### src/design/fcs_params.svh
// offsets, field positions, reset values and timing counts of the sequencer
`ifndef FCS_PARAMS_SVH
`define FCS_PARAMS_SVH

// clock rate and times in their own units
`define FCS_CLK_HZ 40000000
`define FCS_CYC_PER_MS (`FCS_CLK_HZ / 1000)
`define FCS_DEB_MS 10
`define FCS_HOLD_MS 2000
`define FCS_FLASH_MS 250
`define FCS_STAT_MS 100
`define FCS_REPEAT_MS 200
`define FCS_TIMEOUT_S 120

// derived cycle counts
`define FCS_DEB_CYC (32'(`FCS_DEB_MS) * 32'(`FCS_CYC_PER_MS))
`define FCS_HOLD_CYC (32'(`FCS_HOLD_MS) * 32'(`FCS_CYC_PER_MS))
`define FCS_FLASH_CYC (32'(`FCS_FLASH_MS) * 32'(`FCS_CYC_PER_MS))
`define FCS_STAT_CYC (32'(`FCS_STAT_MS) * 32'(`FCS_CYC_PER_MS))
`define FCS_REPEAT_CYC (32'(`FCS_REPEAT_MS) * 32'(`FCS_CYC_PER_MS))
`define FCS_TIMEOUT_CYC (33'(`FCS_TIMEOUT_S) * 33'(`FCS_CLK_HZ))

// trim steps
`define FCS_TRIM_FINE 16'h0001
`define FCS_TRIM_COARSE 16'h0010

// button index
`define FCS_B_SET 0
`define FCS_B_MODE 1
`define FCS_B_UP 2
`define FCS_B_DN 3

// register byte offsets
`define FCS_A_CTRL 8'h00
`define FCS_A_STATUS 8'h04
`define FCS_A_ISR 8'h08
`define FCS_A_IMR 8'h0C
`define FCS_A_RANGE_LO 8'h10
`define FCS_A_RANGE_HI 8'h14
`define FCS_A_OUT_ZERO 8'h18
`define FCS_A_OUT_FS 8'h1C
`define FCS_A_ZERO 8'h20
`define FCS_A_FS 8'h24
`define FCS_A_SPAN 8'h28
`define FCS_A_SP 8'h2C
`define FCS_A_DO 8'h30
`define FCS_A_DBAND 8'h34

// control bits
`define FCS_C_FITTED 0
`define FCS_C_LATCH 1
`define FCS_C_ACLR 2

// event bits in status and mask
`define FCS_E_CAPTURE 0
`define FCS_E_REJECT 1
`define FCS_E_TIMEOUT 2
`define FCS_E_COMMIT 3
`define FCS_E_ALARM 4

// reset values
`define FCS_RANGE_HI_RST 16'hFFFF
`define FCS_OUT_ZERO_RST 16'h0CCC
`define FCS_OUT_FS_RST 16'hFFFF

`endif

### src/design/fcs_pkg.sv
// types of the field calibration sequencer
package fcs_pkg;
    typedef logic [15:0] fcs_val_t;
    typedef logic [31:0] fcs_cnt_t;
    typedef logic [32:0] fcs_tmo_t;
    typedef logic [4:0] fcs_ev_t;

    typedef enum logic [2:0] {ST_RUN, ST_ZERO, ST_FS, ST_SP, ST_DO} fcs_step_t;

    // register bus request
    typedef struct packed {
        logic [7:0] addr;
        logic [31:0] wdata;
        logic wr;
        logic rd;
    } fcs_bus_t;

    // front-panel indicators
    typedef struct packed {
        logic run;
        logic scale;
        logic relay;
        logic status;
    } fcs_leds_t;

    // whole state of the sequencer
    typedef struct packed {
        fcs_step_t step;
        logic [3:0] s1;
        logic [3:0] s2;
        logic [3:0] s3;
        logic [3:0] deb;
        logic [3:0] press;
        logic [3:0][31:0] deb_cnt;
        fcs_cnt_t hold_cnt;
        fcs_cnt_t rep_cnt;
        fcs_cnt_t flash_cnt;
        fcs_cnt_t stat_cnt;
        fcs_tmo_t idle_cnt;
        logic flash;
        logic adj_done;
        logic alarm;
        logic fitted;
        logic latch_mode;
        fcs_val_t out_level;
        fcs_val_t p_zero;
        fcs_val_t p_fs;
        fcs_val_t p_sp;
        fcs_val_t p_do;
        fcs_val_t a_zero;
        fcs_val_t a_fs;
        fcs_val_t a_sp;
        fcs_val_t a_do;
        fcs_val_t span;
        fcs_val_t deadband;
        fcs_val_t range_lo;
        fcs_val_t range_hi;
        fcs_val_t out_zero;
        fcs_val_t out_fs;
        fcs_ev_t isr;
        fcs_ev_t imr;
        logic [31:0] rd_data;
        logic irq;
        fcs_leds_t leds;
    } fcs_regs_t;
endpackage

### src/design/fcs_sequencer.sv
// push-button field calibration sequencer with register port and interrupt
`timescale 1ns/1ps
`include "fcs_params.svh"

module fcs_sequencer
#(
    parameter fcs_pkg::fcs_cnt_t DEB_CYC = `FCS_DEB_CYC,
    parameter fcs_pkg::fcs_cnt_t HOLD_CYC = `FCS_HOLD_CYC,
    parameter fcs_pkg::fcs_cnt_t FLASH_CYC = `FCS_FLASH_CYC,
    parameter fcs_pkg::fcs_cnt_t STAT_CYC = `FCS_STAT_CYC,
    parameter fcs_pkg::fcs_cnt_t REPEAT_CYC = `FCS_REPEAT_CYC,
    parameter fcs_pkg::fcs_tmo_t TIMEOUT_CYC = `FCS_TIMEOUT_CYC
)
(
    input wire logic clk, // 40 MHz system clock
    input wire logic sys_rst, // async reset, active high
    input wire logic clk_en, // freezes all state while low
    input wire logic [3:0] btn, // raw buttons: set, mode, up, down
    input wire fcs_pkg::fcs_val_t input_level, // present input measurement
    input wire fcs_pkg::fcs_val_t run_level, // output level in run
    input wire logic alarm_trip, // limit comparator result
    input wire fcs_pkg::fcs_bus_t bus, // register port request
    output logic [31:0] rd_data, // read data, cycle after read
    output fcs_pkg::fcs_val_t out_level, // output level to converter
    output fcs_pkg::fcs_leds_t leds, // front-panel indicators
    output logic alarm_active, // alarm state for relay
    output logic irq // level interrupt
);
    import fcs_pkg::*;

    fcs_regs_t r;
    fcs_regs_t next_r;

    // refuse parameter values the counters cannot serve
    if (DEB_CYC == 0 || HOLD_CYC == 0 || FLASH_CYC == 0 || STAT_CYC == 0 ||
        REPEAT_CYC == 0 || TIMEOUT_CYC == 0)
    begin : g_bad_param
        $error("fcs_sequencer: timing counts must be at least one");
    end

    // clamped trim of the output level
    function automatic fcs_val_t trim(fcs_val_t v, logic up, fcs_val_t d);
        logic [16:0] t;
        t = '0;
        if (up)
        begin
            t = {1'b0, v} + {1'b0, d};
            trim = t[16] ? 16'hFFFF : t[15:0];
        end
        else
        begin
            trim = (v < d) ? 16'h0000 : 16'(v - d);
        end
    endfunction

    // next-state logic
    always_comb
    begin
        fcs_ev_t ev;
        fcs_ev_t clr;
        logic sw_clr;
        logic in_rng;
        logic commit;
        logic ud;
        ev = '0;
        clr = '0;
        sw_clr = 1'b0;
        in_rng = (input_level >= r.range_lo) && (input_level <= r.range_hi);
        commit = 1'b0;
        ud = r.press[`FCS_B_UP] | r.press[`FCS_B_DN];
        next_r = r;
        next_r.press = '0;

        // three-stage sync, then debounce per button
        next_r.s1 = btn;
        next_r.s2 = r.s1;
        next_r.s3 = r.s2;
        for (int i = 0; i < 4; i++)
        begin
            if (r.s2[i] == r.s3[i] && r.s3[i] != r.deb[i])
            begin
                if (r.deb_cnt[i] >= DEB_CYC - 1'b1)
                begin
                    next_r.deb[i] = r.s3[i];
                    next_r.deb_cnt[i] = '0;
                    next_r.press[i] = r.s3[i];
                end
                else
                begin
                    next_r.deb_cnt[i] = r.deb_cnt[i] + 1'b1;
                end
            end
            else
            begin
                next_r.deb_cnt[i] = '0;
            end
        end

        // flash phase and status pulse timers
        if (r.flash_cnt >= FLASH_CYC - 1'b1)
        begin
            next_r.flash_cnt = '0;
            next_r.flash = ~r.flash;
        end
        else
        begin
            next_r.flash_cnt = r.flash_cnt + 1'b1;
        end
        if (r.stat_cnt != '0)
        begin
            next_r.stat_cnt = r.stat_cnt - 1'b1;
        end

        // register writes
        if (bus.wr)
        begin
            case (bus.addr)
                `FCS_A_CTRL:
                begin
                    next_r.fitted = bus.wdata[`FCS_C_FITTED];
                    next_r.latch_mode = bus.wdata[`FCS_C_LATCH];
                    sw_clr = bus.wdata[`FCS_C_ACLR];
                end
                `FCS_A_ISR: clr = bus.wdata[4:0];
                `FCS_A_IMR: next_r.imr = bus.wdata[4:0];
                `FCS_A_RANGE_LO: next_r.range_lo = bus.wdata[15:0];
                `FCS_A_RANGE_HI: next_r.range_hi = bus.wdata[15:0];
                `FCS_A_OUT_ZERO: next_r.out_zero = bus.wdata[15:0];
                `FCS_A_OUT_FS: next_r.out_fs = bus.wdata[15:0];
                default: next_r.imr = r.imr;
            endcase
        end

        // alarm state, latched or following the comparator
        if (r.latch_mode)
        begin
            if (sw_clr || (r.step == ST_RUN && ud))
            begin
                next_r.alarm = 1'b0;
            end
            if (alarm_trip)
            begin
                next_r.alarm = 1'b1;
            end
        end
        else
        begin
            next_r.alarm = alarm_trip;
        end
        ev[`FCS_E_ALARM] = next_r.alarm & ~r.alarm;

        // step sequencing
        if (r.step == ST_RUN)
        begin
            next_r.idle_cnt = '0;
            next_r.hold_cnt = r.deb[`FCS_B_MODE] ? r.hold_cnt + 1'b1 : '0;
            if (r.deb[`FCS_B_MODE] && r.hold_cnt >= HOLD_CYC - 1'b1)
            begin
                next_r.step = ST_ZERO;
                next_r.hold_cnt = '0;
                next_r.adj_done = 1'b0;
                next_r.p_zero = r.a_zero;
                next_r.p_fs = r.a_fs;
                next_r.p_sp = r.a_sp;
                next_r.p_do = r.a_do;
            end
        end
        else
        begin
            next_r.idle_cnt = (|r.press) ? '0 : 33'(r.idle_cnt + 1'b1);

            // capture on set, refused when out of range
            if (r.press[`FCS_B_SET])
            begin
                next_r.stat_cnt = STAT_CYC;
                if (in_rng)
                begin
                    ev[`FCS_E_CAPTURE] = 1'b1;
                    case (r.step)
                        ST_ZERO: next_r.p_zero = input_level;
                        ST_FS: next_r.p_fs = input_level;
                        ST_SP: next_r.p_sp = input_level;
                        ST_DO: next_r.p_do = input_level;
                        default: next_r.p_zero = r.p_zero;
                    endcase
                end
                else
                begin
                    ev[`FCS_E_REJECT] = 1'b1;
                end
            end

            // output adjust in zero and full-scale steps
            if (r.step == ST_ZERO || r.step == ST_FS)
            begin
                if (ud && !r.adj_done)
                begin
                    next_r.adj_done = 1'b1;
                    next_r.out_level = (r.step == ST_ZERO) ? r.out_zero
                                                           : r.out_fs;
                    next_r.rep_cnt = '0;
                end
                else if (ud)
                begin
                    next_r.out_level = trim(r.out_level, r.press[`FCS_B_UP],
                                            `FCS_TRIM_FINE);
                    next_r.rep_cnt = '0;
                end
                else if (r.adj_done &&
                         (r.deb[`FCS_B_UP] ^ r.deb[`FCS_B_DN]))
                begin
                    if (r.rep_cnt >= REPEAT_CYC - 1'b1)
                    begin
                        next_r.rep_cnt = '0;
                        next_r.out_level = trim(r.out_level,
                                                r.deb[`FCS_B_UP],
                                                `FCS_TRIM_COARSE);
                    end
                    else
                    begin
                        next_r.rep_cnt = r.rep_cnt + 1'b1;
                    end
                end
                else
                begin
                    next_r.rep_cnt = '0;
                end
            end

            // mode advances; values move only through set
            if (r.press[`FCS_B_MODE])
            begin
                next_r.adj_done = 1'b0;
                next_r.rep_cnt = '0;
                case (r.step)
                    ST_ZERO: next_r.step = ST_FS;
                    ST_FS:
                    begin
                        if (r.fitted)
                        begin
                            next_r.step = ST_SP;
                        end
                        else
                        begin
                            commit = 1'b1;
                        end
                    end
                    ST_SP: next_r.step = ST_DO;
                    default: commit = 1'b1;
                endcase
            end
            else if (r.idle_cnt >= TIMEOUT_CYC)
            begin
                next_r.step = ST_RUN;
                ev[`FCS_E_TIMEOUT] = 1'b1;
            end
        end

        // return to run with the new scaling
        if (commit)
        begin
            next_r.step = ST_RUN;
            next_r.a_zero = next_r.p_zero;
            next_r.a_fs = next_r.p_fs;
            next_r.a_sp = next_r.p_sp;
            next_r.a_do = next_r.p_do;
            ev[`FCS_E_COMMIT] = 1'b1;
        end

        // derived scaling and deadband
        next_r.span = 16'(next_r.a_fs - next_r.a_zero);
        next_r.deadband = 16'(next_r.a_sp - next_r.a_do);

        // output follows the run path outside configuration
        if (next_r.step == ST_RUN)
        begin
            next_r.out_level = run_level;
        end

        // indicators
        next_r.leds.run = (next_r.step == ST_RUN);
        next_r.leds.scale = (next_r.step == ST_ZERO) ||
                            (next_r.step == ST_FS && next_r.flash);
        case (next_r.step)
            ST_SP: next_r.leds.relay = 1'b1;
            ST_DO: next_r.leds.relay = next_r.flash;
            ST_RUN: next_r.leds.relay = r.fitted & next_r.alarm;
            default: next_r.leds.relay = 1'b0;
        endcase
        next_r.leds.status = (next_r.stat_cnt != '0);

        // sticky events, set wins over clear
        next_r.isr = (r.isr & ~clr) | ev;
        next_r.irq = |(next_r.isr & next_r.imr);

        // register reads, data in the following cycle
        next_r.rd_data = '0;
        if (bus.rd)
        begin
            case (bus.addr)
                `FCS_A_CTRL: next_r.rd_data = {30'h0, r.latch_mode, r.fitted};
                `FCS_A_STATUS: next_r.rd_data = {27'h0, r.alarm,
                                                 1'b0, r.step};
                `FCS_A_ISR: next_r.rd_data = {27'h0, r.isr};
                `FCS_A_IMR: next_r.rd_data = {27'h0, r.imr};
                `FCS_A_RANGE_LO: next_r.rd_data = {16'h0, r.range_lo};
                `FCS_A_RANGE_HI: next_r.rd_data = {16'h0, r.range_hi};
                `FCS_A_OUT_ZERO: next_r.rd_data = {16'h0, r.out_zero};
                `FCS_A_OUT_FS: next_r.rd_data = {16'h0, r.out_fs};
                `FCS_A_ZERO: next_r.rd_data = {16'h0, r.a_zero};
                `FCS_A_FS: next_r.rd_data = {16'h0, r.a_fs};
                `FCS_A_SPAN: next_r.rd_data = {16'h0, r.span};
                `FCS_A_SP: next_r.rd_data = {16'h0, r.a_sp};
                `FCS_A_DO: next_r.rd_data = {16'h0, r.a_do};
                `FCS_A_DBAND: next_r.rd_data = {16'h0, r.deadband};
                default: next_r.rd_data = '0;
            endcase
        end
    end

    // state register
    always_ff @(posedge clk or posedge sys_rst)
    begin
        if (sys_rst)
        begin
            r <= '0;
            r.range_hi <= `FCS_RANGE_HI_RST;
            r.out_zero <= `FCS_OUT_ZERO_RST;
            r.out_fs <= `FCS_OUT_FS_RST;
            r.leds.run <= 1'b1;
        end
        else if (clk_en)
        begin
            r <= next_r;
        end
    end

    // outputs straight from the state register
    assign rd_data = r.rd_data;
    assign out_level = r.out_level;
    assign leds = r.leds;
    assign alarm_active = r.alarm;
    assign irq = r.irq;
endmodule

### config.mk
export PLATFORM = sky130hd
export DESIGN_NAME = fcs_sequencer
export DESIGN_NICKNAME = d
export VERILOG_FILES = /design/src/design/fcs_pkg.sv /design/src/design/fcs_sequencer.sv
export VERILOG_INCLUDE_DIRS = /design/src /design/src/design
export SDC_FILE = /design/constraint.sdc
export NUM_CORES = 2
export LEC_CHECK = 0
export ABC_AREA = 1
export BUFFER_PORTS_ARGS = -buffer_cell sky130_fd_sc_hd__buf_2
export CORE_UTILIZATION = 57
export DETAILED_ROUTE_END_ITERATION = 10
export PLACE_DENSITY_LB_ADDON = 0.08
export SYNTH_ARGS = -nofsm -noshare
export SYNTH_HDL_FRONTEND = slang
export SYNTH_SLANG_ARGS = --single-unit
export TNS_END_PERCENT = 50
### constraint.sdc
create_clock -name clk -period 17.75 [get_ports clk]
set_clock_uncertainty 0.1 [all_clocks]
set_input_delay 2.6625 -clock clk [delete_from_list [all_inputs] [get_ports clk]]
set_output_delay 2.6625 -clock clk [all_outputs]
set_load 0.05 [all_outputs]
==> flow_summary_export.csv <==
group,metric,value,unit
timing,worstMarginPinSlew,1.19,ns
cells_and_area,final_common_cell,"nand2_1",
placement,dp_cells,5517,
timing,min_period_over_period,0.434,
pwr,switchingPower,1.90,mW
worst_setup_path,cp_common_cell,"nand2_1",
detailed_routing,drt_iter0_markers,3168,
clocking,insertion_delay,0.62,ns
outcome,status,"complete, no violations",
clocking,cts-root-buf,"clkbuf_16",
cells_and_area,final_cell_mix,"nand2_1 (1179), inv_1 (595), dfrtp_1 (549), o21ai_0 (491), nor2_1 (431)",
worst_setup_path,startpoint_type,"input pin",
synth,ys.flop_type,"dfrtp_1",
worst_setup_path,crit_start,"input_level[11]",
worst_setup_path,reg2regPathDepth,30,
cells_and_area,fin_util,0.629,
synth,syn_inst,4832,
worst_setup_path,cp.required,18.15,ns
cells_and_area,drive_above_1_share,0.0709,
cells_and_area,syn2layout_area_growth,8.33,%
timing,fin_crit,7.70,ns
clocking,cts_tree,"yes",
timing,whs,0.366,ns
global_routing,grt_usage,0.315,
cells_and_area,multi_input_area,0.0171,mm²
worst_setup_path,crit_slowest_cell,"nand2_1",
floorplanning,start_util,0.581,
floorplanning,fp.dieW,251,µm
placement,placed_area,0.0360,mm²
floorplanning,placementRows,90,
global_routing,grt_pass1_vias,29600,
clocking,cts_buffer_depth,3,
detailed_routing,drc,0,
cells_and_area,area.sequential,0.0148,mm²
synth,synth_area_leaders,"dfrtp_1 (39%), nand2_1 (13%), o21ai_0 (7.0%)",
global_routing,grt_antenna_before_repair,3,
worst_hold_path,hold_path_end,"r[450]",
synth,ys_warn_count,0,
synth,ys_types,61,
placement,place_congestion,0.977,
timing,drv_slew,0,
synth,avgSynthCellArea,7.31,µm²
detailed_routing,viasPerCell,5.73,
detailed_routing,wl_per_cell,17.6,µm
floorplanning,ioPinCount,136,
clocking,cts_resized,0,
placement,portBuffers,103,
pwr,power.internal,2.98,mW
synth,syn_area,0.0353,mm²
worst_setup_path,regToRegStartpoint,"r[89]",
worst_setup_path,reg2reg_setup_slack,11.73,ns
pwr,p_comb_frac,0.335,
clocking,hold_buffers,0,
worst_setup_path,cp_max_fo,22,
detailed_routing,drt_first_pass_iters,8,
timing,hold_viol,0,
job,cap_violations,0,
timing,relSlewSlack,0.198,
synth,synth_top_area_cell,"dfrtp_1",
timing,finalSetupViolCount,0,
cells_and_area,fin_area,0.0383,mm²
detailed_routing,final_antenna_net_count,0,
worst_hold_path,hold_class,"reg2reg",
global_routing,grt_overflow,0,
cells_and_area,finalNetCount,4967,
worst_setup_path,critical_path_class,"in2reg",
placement,dpl_worst_slack,9.55,ns
floorplanning,core_area,0.0608,mm²
worst_hold_path,hold_start,"r[450]",
pwr,ir_drop,0.0000896,V
cells_and_area,fill_cells,5525,
timing,fmax,130,MHz
timing,fin_setup_tns,0,ns
synth,ys_ff_latch,588,
pwr,clkPwrFrac,0.290,
worst_setup_path,slowest_delay,0.66,ns
global_routing,grt_max_degree,123,
pwr,power.leakage,17.6,nW
clocking,cts_buffers,68,
synth,seq_area_frac_synth,0.418,
clocking,cts_setup_buffers,0,
floorplanning,die_y,251,µm
pwr,power_frac_seq,0.375,
placement,post-dp-hpwl,67600,µm
pwr,power_density,128,mW/mm²
worst_setup_path,timing.rr.end,"r[142]",
cells_and_area,stdcell_count,5638,
global_routing,grt_pass1_wl,159000,µm
clocking,clock_sinks,588,
worst_setup_path,end_kind,"register",
synth,yosysTopAreaCellShare,0.389,
timing,fin_ws,10.05,ns
floorplanning,dieArea,0.0630,mm²
worst_setup_path,arrival,8.10,ns
detailed_routing,num_vias,32300,
pwr,sw_frac_of_total,0.389,
clocking,htreeDepth,3,
detailed_routing,finalWirelength,99000,µm
clocking,path_clk_slew,0.06,ns
pwr,p_total,4.88,mW
timing,rsz0062_at_grt,"no",
synth,synth_edf_count,0,
worst_hold_path,hold_depth,2,
synth,ys_async_sr_fraction,1.00,
==> power by group through the flow <==
stage | logic (mW) | clock network (mW) | registers [mW]
4_1_cts | 1.62 | 1.44 | 1.82
3_3_place_gp | 1.59 | 0 | 1.84
3_5_place_dp | 1.61 | 0 | 1.84
2_1_floorplan | 1.32 | 0 | 1.77
5_1_grt | 1.86 | 1.49 | 1.86
6_report | 1.63 | 1.42 | 1.83
==> worst max-delay path by stage <==
stage | slack (ns) | to | depth (start not counted)
3_3_place_gp | 9.56 | r[142] | 30
5_1_grt | 9.65 | r[142] | 33
6_report | 10.05 | r[142] | 30
2_1_floorplan | 7.00 | alarm_active | 1
3_5_place_dp | 9.55 | r[142] | 30
4_1_cts | 10.14 | r[142] | 28
==> sequential cells by signal (all words and copies together), names as in the netlist <==
signal,count
alarm_active,1
irq,1
leds,4
next_r,8
out_level,16
r,542
rd_data,16
==> logic make-up (layout without fill, tap and decap cells) <==
kind of cell	after synthesis	in the layout	share of synthesized area
other	1	17	0.000106
xor gates and xnor gates	127	127	0.0315
adders and majority gates	80	80	0.0288
and+or+nand+nor	2129	2129	0.253
AOI/OAI and AO/OA	1035	1035	0.169
muxes	2	2	0.000567
buffers and inverters	870	878	0.0992
DFF	588	588	0.418
==> cells in the mapped netlist (all sizes together) (6+ instances only) <==
library cell,count
a211oi,9
a21oi,145
a221oi,10
a22o,15
a22oi,6
a31oi,33
buf,92
clkbuf,164
dfrtp,549
dfstp,39
ha,78
inv,610
nand2,1183
nand3,266
nand4,91
nor2,438
nor3,95
nor3b,11
nor4,24
o2111ai,13
o211ai,73
o21a,35
o21ai,541
o21bai,6
o22ai,103
o31ai,16
o32ai,7
or2,12
xnor2,24
xor2,103
==> critical path: cells and delay by family <==
kind / cells / cell delay, ns
buf+inv: 4 / 0.78
compound gates: 4 / 0.81
simple gates: 20 / 3.03
fa+ha+maj: 2 / 0.76
==> layout make-up <==
cell class,count,share of cell area
clock inverters,26,0.00716
flip-flops and latches,588,0.386
clock buffers,94,0.0510
well taps,782,0.0256
inverters,614,0.0606
multi-input cells,3389,0.448
repair buffers,144,0.0218
diodes,1,0.0000654
==> layer usage <==
layer / track usage / share of wire / up-vias
li1: - / - / 15800
met1: 0.451 / 0.45 / 15100
met2: 0.487 / 0.44 / 1167
met3: 0.0533 / 0.082 / 201
met4: 0.101 / 0.031 / 4
met5: 0 / 0.00027 / -
No activity file was read; power rests on OpenSTA's default activity.
